`config.mk`:
```
export PLATFORM = sky130hd
export DESIGN_NAME = ufs_ctrl
export DESIGN_NICKNAME = d
export VERILOG_FILES = /design/src/ufs_pkg.sv /design/src/ufs_mem.sv /design/src/ufs_ctrl.sv
export SDC_FILE = /design/constraint.sdc
export NUM_CORES = 1
export LEC_CHECK = 0
export BUFFER_PORTS_ARGS = -buffer_cell sky130_fd_sc_hd__buf_2
export CORE_MARGIN = 5
export CORE_UTILIZATION = 56
export CTS_BUF_LIST = sky130_fd_sc_hd__clkbuf_16
export DETAILED_ROUTE_END_ITERATION = 7
export HOLD_SLACK_MARGIN = 0.05
export PLACE_DENSITY = 0.76
export SYNTH_ARGS = -nofsm -noshare
export SYNTH_HDL_FRONTEND = slang
export SYNTH_HIERARCHICAL = 1
export SYNTH_SLANG_ARGS = --single-unit
```
`constraint.sdc`:
```
create_clock -name CLOCK -period 1.6 [get_ports CLOCK]
set_input_delay 0.16 -clock CLOCK [delete_from_list [all_inputs] [get_ports CLOCK]]
set_output_delay 0.16 -clock CLOCK [all_outputs]
set_load 0.05 [all_outputs]
```
`src/ufs_pkg.sv`:
```
// Constants for the USB host functional-state controller
package ufs_pkg;
  // ****************************************
  // Functional state codes
  // ****************************************
  localparam logic [1:0] ST_BUS_RESET = 2'h0;
  localparam logic [1:0] ST_RESUME    = 2'h1;
  localparam logic [1:0] ST_OPER      = 2'h2;
  localparam logic [1:0] ST_SUSPEND   = 2'h3;

  // ****************************************
  // Register byte offsets
  // ****************************************
  localparam logic [7:0] OFS_REVISION = 8'h00;
  localparam logic [7:0] OFS_CONTROL  = 8'h04;
  localparam logic [7:0] OFS_COMMAND  = 8'h08;
  localparam logic [7:0] OFS_COMM_PTR = 8'h18;
  localparam logic [7:0] OFS_RH_STAT  = 8'h50;
  localparam logic [7:0] OFS_MEM_LAST = 8'h4c;

  // ****************************************
  // Field positions
  // ****************************************
  localparam int CTL_LIST_LO  = 2;
  localparam int CTL_LIST_HI  = 5;
  localparam int CTL_STATE_LO = 6;
  localparam int CTL_STATE_HI = 7;
  localparam int CTL_SOF_IE   = 8;
  localparam int CMD_SW_RESET = 0;
  localparam int PTR_LOW_BITS = 8;

  // ****************************************
  // Reset values and masks
  // ****************************************
  localparam logic [31:0] CONTROL_RST  = 32'h0000_0000;
  localparam logic [31:0] CONTROL_MASK = 32'h0000_01ff;
  localparam logic [31:0] COMM_PTR_RST = 32'h0000_0000;
  localparam logic [31:0] RH_STAT_RST  = 32'h0000_0000;
  localparam logic [31:0] REVISION_ID  = 32'h0000_0001; // Arbitrary value

  // ****************************************
  // Timing
  // ****************************************
  localparam int CLK_PERIOD_PS   = 25000;
  localparam int FRAME_TIME_US   = 1000;
  localparam int FRAME_TIME_PS   = FRAME_TIME_US * 1000000;
  localparam int FRAME_CYCLES    = FRAME_TIME_PS / CLK_PERIOD_PS;
  localparam int SHORT_SUSP_US   = 1000;
  localparam int SHORT_SUSP_CYCLES = SHORT_SUSP_US * 1000 / (CLK_PERIOD_PS / 1000) / 1000 * 1000;
  localparam int CNT_W           = 20;
  localparam int MEM_AW          = 5;
endpackage

```
`src/ufs_mem.sv`:
```
// Word memory holding the general operational registers
`timescale 1ns/100ps
module ufs_mem
  import ufs_pkg::*;
(
  // Clock
  input  wire logic              clk,
  // Write port
  input  wire logic              we,
  input  wire logic [MEM_AW-1:0] waddr,
  input  wire logic [31:0]       wdata,
  // Read port
  input  wire logic              re,
  input  wire logic [MEM_AW-1:0] raddr,
  output logic      [31:0]       rdata
);
  logic [31:0] words [0:(1<<MEM_AW)-1];

  // ****************************************
  // Storage and registered read
  // ****************************************
  always_ff @(posedge clk) begin
    if (we) begin
      words[waddr] <= wdata;
    end
  end

  always_ff @(posedge clk) begin
    if (re) begin
      rdata <= words[raddr];
    end
  end
endmodule

```
`src/ufs_ctrl.sv`:
```
// Functional-state controller of the USB host controller
`timescale 1ns/100ps
// Contract
// Bus reset keeps operational registers, clears root-hub registers, uses state field.
// Bus reset state resets the root hub and its downstream ports.
// Only ownership-change may interrupt during bus reset.
// Software holds bus reset at least the USB reset time.
// Operational state emits frame starts and runs enabled lists.
// First frame start within one millisecond, flagged if its interrupt enabled.
// Resume-detected never raised in operational state.
// Suspend: no frame starts, no lists, registers kept.
// Suspend watches for resume; on detect, state becomes resume, interrupt raised.
// In suspend software writes state only as bus reset or resume.
// Software keeps suspend at least five milliseconds normally.
// Short suspend after software reset may return straight to operational.
// Suspend allows only resume-detected and ownership-change interrupts.
// Resume drives resume signalling, no tokens, no lists, registers kept.
// Software holds resume at least the USB resume time.
// Only ownership-change may interrupt during resume.
// Software uses whole 32-bit word accesses only.
// Software preserves reserved fields and never assumes zero.
// Set or clear writes carry zeros in reserved fields.
// Pointer register gives the shared communication area base.
// Driver start-up avoids bus reset where possible.
// State codes reset 00, resume 01, operational 10, suspend 11; reset enters bus reset.
module ufs_ctrl
  import ufs_pkg::*;
#(
  parameter int FRAME_CNT = FRAME_CYCLES,
  parameter int SHORT_CNT = SHORT_SUSP_CYCLES
)(
  // Clock and reset
  input  wire logic        CLOCK,
  input  wire logic        NRST,
  // Register port
  input  wire logic [7:0]  ADDR,
  input  wire logic [31:0] WDATA,
  input  wire logic        WR,
  input  wire logic        RD,
  output logic      [31:0] RDATA,
  // Bus pin
  input  wire logic        RESUME_IN,
  output logic             RESUME_DRIVE,
  // Raw interrupt sources
  input  wire logic        OWNER_RAW,
  input  wire logic [3:0]  OTHER_RAW,
  // Gated interrupt events
  output logic             OWNER_IRQ,
  output logic             SOF_IRQ,
  output logic             RESUME_IRQ,
  output logic      [3:0]  OTHER_IRQ,
  // Controller status and control
  output logic             SOF_TOKEN,
  output logic      [3:0]  LIST_EN,
  output logic             RH_RESET,
  output logic      [1:0]  FUNC_STATE,
  output logic      [31:0] COMM_BASE
);

  // ****************************************
  // Declarations
  // ****************************************
  logic [31:0]       control;
  logic [31:0]       comm_ptr;
  logic [31:0]       rh_status;
  logic [1:0]        state;
  logic [1:0]        wr_state;
  logic              rs1;
  logic              rs2;
  logic              rs3;
  logic              resume_seen;
  logic              resume_det;
  logic              ctl_wr;
  logic              cmd_wr;
  logic              sw_reset;
  logic              write_ok;
  logic              short_flag;
  logic              short_ok;
  logic [CNT_W-1:0]  frame_cnt;
  logic [CNT_W-1:0]  susp_cnt;
  logic              frame_tick;
  logic              mem_we;
  logic              mem_re;
  logic              rd_from_mem;
  logic [31:0]       mem_q;
  logic [31:0]       reg_q;
  logic [31:0]       next_reg_q;

  // ****************************************
  // Address decode
  // ****************************************
  function automatic logic is_mem_addr(input logic [7:0] a);
    return (a > OFS_COMMAND) && (a <= OFS_MEM_LAST) && (a != OFS_COMM_PTR)
           && (a[1:0] == 2'h0);
  endfunction

  assign ctl_wr   = WR && (ADDR == OFS_CONTROL);
  assign cmd_wr   = WR && (ADDR == OFS_COMMAND);
  assign sw_reset = cmd_wr && WDATA[CMD_SW_RESET];
  assign mem_we   = WR && is_mem_addr(ADDR);
  assign mem_re   = RD && is_mem_addr(ADDR);
  assign wr_state = WDATA[CTL_STATE_HI:CTL_STATE_LO];

  // ****************************************
  // Resume pin synchroniser
  // ****************************************
  always_ff @(posedge CLOCK or negedge NRST) begin
    if (!NRST) begin
      rs1 <= 1'b0;
      rs2 <= 1'b0;
      rs3 <= 1'b0;
    end else begin
      rs1 <= RESUME_IN;
      rs2 <= rs1;
      rs3 <= rs2;
    end
  end

  assign resume_seen = rs2 && rs3;
  assign resume_det  = (state == ST_SUSPEND) && resume_seen;

  // ****************************************
  // Suspend write guard
  // ****************************************
  assign short_ok = short_flag && (susp_cnt < CNT_W'(SHORT_CNT));
  always_comb begin
    write_ok = 1'b1;
    if (state == ST_SUSPEND) begin
      write_ok = (wr_state == ST_BUS_RESET) || (wr_state == ST_RESUME)
                 || ((wr_state == ST_OPER) && short_ok);
    end
  end

  // ****************************************
  // Functional state
  // ****************************************
  always_ff @(posedge CLOCK or negedge NRST) begin
    if (!NRST) begin
      state <= ST_BUS_RESET;
    end else if (resume_det) begin
      state <= ST_RESUME;
    end else if (sw_reset) begin
      state <= ST_SUSPEND;
    end else if (ctl_wr && write_ok) begin
      state <= wr_state;
    end
  end

  // ****************************************
  // Control register
  // ****************************************
  always_ff @(posedge CLOCK or negedge NRST) begin
    if (!NRST) begin
      control <= CONTROL_RST;
    end else if (sw_reset) begin
      control <= CONTROL_RST;
    end else if (ctl_wr) begin
      control <= WDATA & CONTROL_MASK;
    end
  end

  // ****************************************
  // Short suspend tracking
  // ****************************************
  always_ff @(posedge CLOCK or negedge NRST) begin
    if (!NRST) begin
      short_flag <= 1'b0;
    end else if (sw_reset) begin
      short_flag <= (state != ST_SUSPEND);
    end else if (state != ST_SUSPEND) begin
      short_flag <= 1'b0;
    end
  end

  always_ff @(posedge CLOCK or negedge NRST) begin
    if (!NRST) begin
      susp_cnt <= '0;
    end else if (sw_reset || (state != ST_SUSPEND)) begin
      susp_cnt <= '0;
    end else if (susp_cnt != '1) begin
      susp_cnt <= susp_cnt + CNT_W'(1);
    end
  end

  // ****************************************
  // Frame timer
  // ****************************************
  always_ff @(posedge CLOCK or negedge NRST) begin
    if (!NRST) begin
      frame_cnt <= '0;
    end else if (state != ST_OPER) begin
      frame_cnt <= CNT_W'(1);
    end else if (frame_tick) begin
      frame_cnt <= '0;
    end else begin
      frame_cnt <= frame_cnt + CNT_W'(1);
    end
  end

  assign frame_tick = (state == ST_OPER) && (frame_cnt == CNT_W'(FRAME_CNT - 1));

  // ****************************************
  // Bus-side outputs
  // ****************************************
  always_ff @(posedge CLOCK or negedge NRST) begin
    if (!NRST) begin
      SOF_TOKEN    <= 1'b0;
      LIST_EN      <= 4'h0;
      RESUME_DRIVE <= 1'b0;
      RH_RESET     <= 1'b1;
    end else begin
      SOF_TOKEN    <= frame_tick;
      LIST_EN      <= (state == ST_OPER) ? control[CTL_LIST_HI:CTL_LIST_LO] : 4'h0;
      RESUME_DRIVE <= (state == ST_RESUME);
      RH_RESET     <= (state == ST_BUS_RESET);
    end
  end

  assign FUNC_STATE = state;

  // ****************************************
  // Interrupt gating by state
  // ****************************************
  always_ff @(posedge CLOCK or negedge NRST) begin
    if (!NRST) begin
      OWNER_IRQ  <= 1'b0;
      SOF_IRQ    <= 1'b0;
      RESUME_IRQ <= 1'b0;
      OTHER_IRQ  <= 4'h0;
    end else begin
      OWNER_IRQ  <= OWNER_RAW;
      SOF_IRQ    <= frame_tick && control[CTL_SOF_IE];
      RESUME_IRQ <= resume_det;
      OTHER_IRQ  <= (state == ST_OPER) ? OTHER_RAW : 4'h0;
    end
  end

  // ****************************************
  // Pointer and root-hub registers
  // ****************************************
  always_ff @(posedge CLOCK or negedge NRST) begin
    if (!NRST) begin
      comm_ptr <= COMM_PTR_RST;
    end else if (WR && (ADDR == OFS_COMM_PTR)) begin
      comm_ptr <= {WDATA[31:PTR_LOW_BITS], PTR_LOW_BITS'(0)};
    end
  end

  assign COMM_BASE = comm_ptr;

  always_ff @(posedge CLOCK or negedge NRST) begin
    if (!NRST) begin
      rh_status <= RH_STAT_RST;
    end else if (state == ST_BUS_RESET) begin
      rh_status <= RH_STAT_RST;
    end else if (WR && (ADDR == OFS_RH_STAT)) begin
      rh_status <= WDATA;
    end
  end

  // ****************************************
  // General register storage
  // ****************************************
  ufs_mem u_mem (
    .clk   (CLOCK),
    .we    (mem_we),
    .waddr (ADDR[MEM_AW+1:2]),
    .wdata (WDATA),
    .re    (mem_re),
    .raddr (ADDR[MEM_AW+1:2]),
    .rdata (mem_q)
  );

  // ****************************************
  // Read path
  // ****************************************
  always_comb begin
    next_reg_q = 32'h0000_0000;
    unique case (ADDR)
      OFS_REVISION: next_reg_q = REVISION_ID;
      OFS_CONTROL:  next_reg_q = {control[31:CTL_STATE_HI+1], state,
                                  control[CTL_STATE_LO-1:0]};
      OFS_COMM_PTR: next_reg_q = comm_ptr;
      OFS_RH_STAT:  next_reg_q = rh_status;
      default:      next_reg_q = 32'h0000_0000;
    endcase
  end

  always_ff @(posedge CLOCK or negedge NRST) begin
    if (!NRST) begin
      reg_q       <= 32'h0000_0000;
      rd_from_mem <= 1'b0;
    end else begin
      reg_q       <= RD ? next_reg_q : 32'h0000_0000;
      rd_from_mem <= mem_re;
    end
  end

  assign RDATA = rd_from_mem ? mem_q : reg_q;

  logic [CNT_W-1:0] wait_sof;
  always_ff @(posedge CLOCK or negedge NRST) begin
    if (!NRST) begin
      wait_sof <= '0;
    end else if ((state != ST_OPER) || SOF_TOKEN) begin
      wait_sof <= '0;
    end else begin
      wait_sof <= wait_sof + CNT_W'(1);
    end
  end
endmodule

```
==> impl_metrics.env <==
export IMPL_outcome="finished, violations left"
export IMPL_violations="DRC, setup timing"
export IMPL_yosysTopAreaCellShare=0.662
export IMPL_cap_viol_max_count=0
export IMPL_grt_pass1_wl_mm=182
export IMPL_end_kind="primary output"
export IMPL_antenna_cells=0
export IMPL_synthArstFlopShare=0.129
export IMPL_vias=29300
export IMPL_path_max_fanout=8
export IMPL_synth_top_area_cell="edfxtp_1"
export IMPL_place_ws_ps=-862
export IMPL_worst_slew_pin_slew_ps=736
export IMPL_io_pins=130
export IMPL_instances_no_fill=4695
export IMPL_mappedNetlistArea_sq_um=47900
export IMPL_antenna_left=0
export IMPL_wl_per_cell_microns=26.8
export IMPL_tritoncts="yes"
export IMPL_cts_sinks=1212
export IMPL_first_global_vias=29300
export IMPL_cp_data_required_time_ps=1440
export IMPL_track_usage=0.264
export IMPL_syn_avg_cell_area_sq_um=16.5
export IMPL_pwr_share_seq=0.518
export IMPL_hold_class="in -> reg"
export IMPL_grt_overflow=0
export IMPL_yosysSeqAreaShare=0.743
export IMPL_clock_fmax_mhz=483
export IMPL_rrSetupSlack_ps=-310
export IMPL_synthFlopType="edfxtp_1"
export IMPL_antenna_found_initial=1
export IMPL_htreeDepth=3
export IMPL_combPwrFrac=0.060
export IMPL_hold_start="WDATA[6]"
export IMPL_rsz0062_at_grt="yes"
export IMPL_p_sw_mw=14.5
export IMPL_nets=3500
export IMPL_hold_violations=0
export IMPL_final_setup_viol_count=1074
export IMPL_syn_inst=2909
export IMPL_synth_area_top_cells="edfxtp_1, mux2i_1, dfrtp_1, a22oi_1, a21oi_1"
export IMPL_initialDrtViolationCount=3159
export IMPL_internal_power_mw=52.3
export IMPL_slowest_stage="dfrtp_1"
export IMPL_synth_cell_types=56
export IMPL_die_area_sq_um=91500
export IMPL_syn2layout_area_growth_pct=23.6
export IMPL_ir_drop_mv=0.929
export IMPL_path_delay_family="buffers and inverters"
export IMPL_timing_rr_end="u_mem/rdata[13]"
export IMPL_setup_ws_ps=-472
export IMPL_synth_edf_count=1056
export IMPL_r2r_cells=6
export IMPL_clkPwrFrac=0.423
export IMPL_cts_buffers=116
export IMPL_period_share=1.29
export IMPL_power_leakage_nw=22.1
export IMPL_crit_chain="buf_6, buf_16, mux2_4, buf_6"
export IMPL_die_w_microns=303
export IMPL_reg2reg_from="u_mem/words[7][13]"
export IMPL_yosysWarningCount=6
export IMPL_cpPeakStageDelay_ps=410
export IMPL_n_fill_cell=5013
export IMPL_initial_core_util=0.564
export IMPL_cpMostUsedCell="buf_6"
export IMPL_port_buffers=121
export IMPL_cts_buffer_depth=3
export IMPL_drive_gt1_frac=0.236
export IMPL_drt_wl_total_mm=126
export IMPL_worstSetupStartpointType="flip-flop"
export IMPL_final_area_sq_um=59200
export IMPL_dp_hpwl_mm=71.4
export IMPL_power_total_mw=66.8
export IMPL_layout_min_cycle_time_ps=2070
export IMPL_die_height_microns=303
export IMPL_rows=107
export IMPL_drc=1
export IMPL_path_clk_slew_ps=60
export IMPL_hold_depth=4
export IMPL_dr_pass1_iters=8
export IMPL_via_per_inst=6.24
export IMPL_critPathBufInv=3
export IMPL_p_per_area_nw_per_um2=1130
export IMPL_dp_cells=4342
export IMPL_slew_limit_headroom=0.509
export IMPL_fin_skew_ps=20.9
export IMPL_grt_max_degree=65
export IMPL_dpl_cell_area_sq_um=52700
export IMPL_whs_endpoint="rh_status[6]"
export IMPL_gp_congestion=0.948
export IMPL_path_class="reg -> out"
export IMPL_cts_root_buffer_cell="clkbuf_16"
export IMPL_ys_ff_latch=1212
export IMPL_whs_ps=55.9
export IMPL_core_sq_um=85000
export IMPL_cp_arrival_ps=1910
export IMPL_maxSlewViolCount=0
export IMPL_p_sw_frac=0.218
export IMPL_clkLatencyLatePin_ps=690
==> kinds of logic after synthesis <==
logic type | share of synthesized area
flip-flops | 0.743
AND/OR/NAND/NOR | 0.0542
AO/OA/AOI/OAI | 0.0539
XOR/XNOR | 0.00512
adder cells (fa/ha/maj) | 0.000522
other | 0.0000782
multiplexers | 0.121
buffers and inverters | 0.0216
==> state kept, by name, summed over array words and instances, names as in the netlist, 2 cells and up <==
register     cells
reg_q           32
FUNC_STATE       2
control          7
rh_status       32
COMM_BASE       24
OTHER_IRQ        4
susp_cnt        20
LIST_EN          4
frame_cnt       20
u_mem/rdata     32
u_mem/words   1024
==> tightest hold or removal path, cell delays in order <==
cell     delay, ps
buf_2          110
buf_4          250
nand2_1        110
a21oi_1         70
==> layout make-up <==
type | count | area, sq um | area share
inverter | 7 | 26.3 | 0.000444
sequential | 1212 | 35600 | 0.601
timing repair buffer | 580 | 6420 | 0.108
clock buffer | 119 | 2980 | 0.0503
tap | 1144 | 1430 | 0.0242
clock inverter | 102 | 997 | 0.0168
multi-input combinational | 1531 | 11800 | 0.199
==> cells in the final DEF (no fill, tap or decap), types with 47 or more instances in the layout <==
| master | netlist | final |
|---|---|---|
| edfxtp_1 | 1056 | 1056 |
| mux2i_1 | 516 | 516 |
| buf_4 | 45 | 259 |
| nand2_1 | 177 | 177 |
| dfrtp_1 | 155 | 155 |
| a21oi_1 | 141 | 141 |
| a22oi_1 | 127 | 127 |
| clkbuf_16 | 0 | 126 |
| nand3_1 | 116 | 114 |
| buf_12 | 0 | 92 |
| buf_2 | 30 | 84 |
| a22o_1 | 71 | 71 |
| buf_6 | 23 | 47 |
==> metal layers <==
metal / GRT usage / vias up / routed length (microns)
li1: - / 12400 / -
met1: 0.347 / 14800 / 46200
met2: 0.446 / 1768 / 63500
met3: 0.0387 / 338 / 10300
met4: 0.113 / 0 / 6010
met5: 0 / - / 0
==> repair_timing <==
item | 4_1_cts | 5_1_grt
gates cloned | 30 | 8
endpoints found under the setup margin | 846 | 1136
hold endpoints to repair | 730 | 0
hold buffers | 39 | 0
gates resized for setup | 149 | 59
setup buffers | 44 | 20
pin swaps | 11 | 11
==> stage by stage <==
stage | util | TNS, ps
floorplan | - | -1074260
global placement | 0.620 | -844410
detailed placement | 0.620 | -872060
CTS | 0.692 | -160960
global route | 0.697 | -270740
finish | 0.697 | -260120
==> worst max-delay path by stage <==
stage,startpoint,end,slack [ps],cells past startpoint
global placement,ADDR[7],u_mem/words[0][20],-840,7
finish,rd_from_mem,RDATA[9],-470,4
global route,rd_from_mem,RDATA[28],-500,4
CTS,rd_from_mem,RDATA[14],-440,4
floorplan,ADDR[7],u_mem/words[10][0],-1140,5
detailed placement,ADDR[7],u_mem/words[12][24],-860,7
==> cell usage after synthesis (all sizes together) (2+ instances only) <==
| master | n |
|---|---|
| edfxtp | 1056 |
| mux2i | 516 |
| nand2 | 177 |
| dfrtp | 155 |
| a21oi | 141 |
| a22oi | 127 |
| nand3 | 117 |
| buf | 106 |
| nor2 | 77 |
| a22o | 71 |
| clkbuf | 60 |
| mux2 | 56 |
| nor3 | 47 |
| nor2b | 38 |
| a31oi | 33 |
| xnor2 | 20 |
| and2 | 14 |
| nand4 | 11 |
| nor4 | 8 |
| o21ai | 8 |
| xor2 | 8 |
| and3 | 7 |
| inv | 7 |
| nand2b | 5 |
| nand3b | 5 |
| nor4b | 5 |
| or3 | 5 |
| and4 | 4 |
| or2 | 3 |
| or3b | 3 |
| or4 | 3 |
| ha | 2 |
| nor3b | 2 |
==> power by group through the flow <==
| stage | clock (mW) | sequential [mW] | combinational, mW |
|---|---|---|---|
| finish | 28.2 | 34.6 | 3.98 |
| global route | 29.9 | 34.6 | 4.15 |
| CTS | 28.3 | 34.6 | 3.90 |
| detailed placement | 0 | 35.2 | 3.72 |
| global placement | 0 | 35.2 | 3.62 |
| floorplan | 0 | 35.4 | 1.75 |
Power figures use the tool's default switching activity.
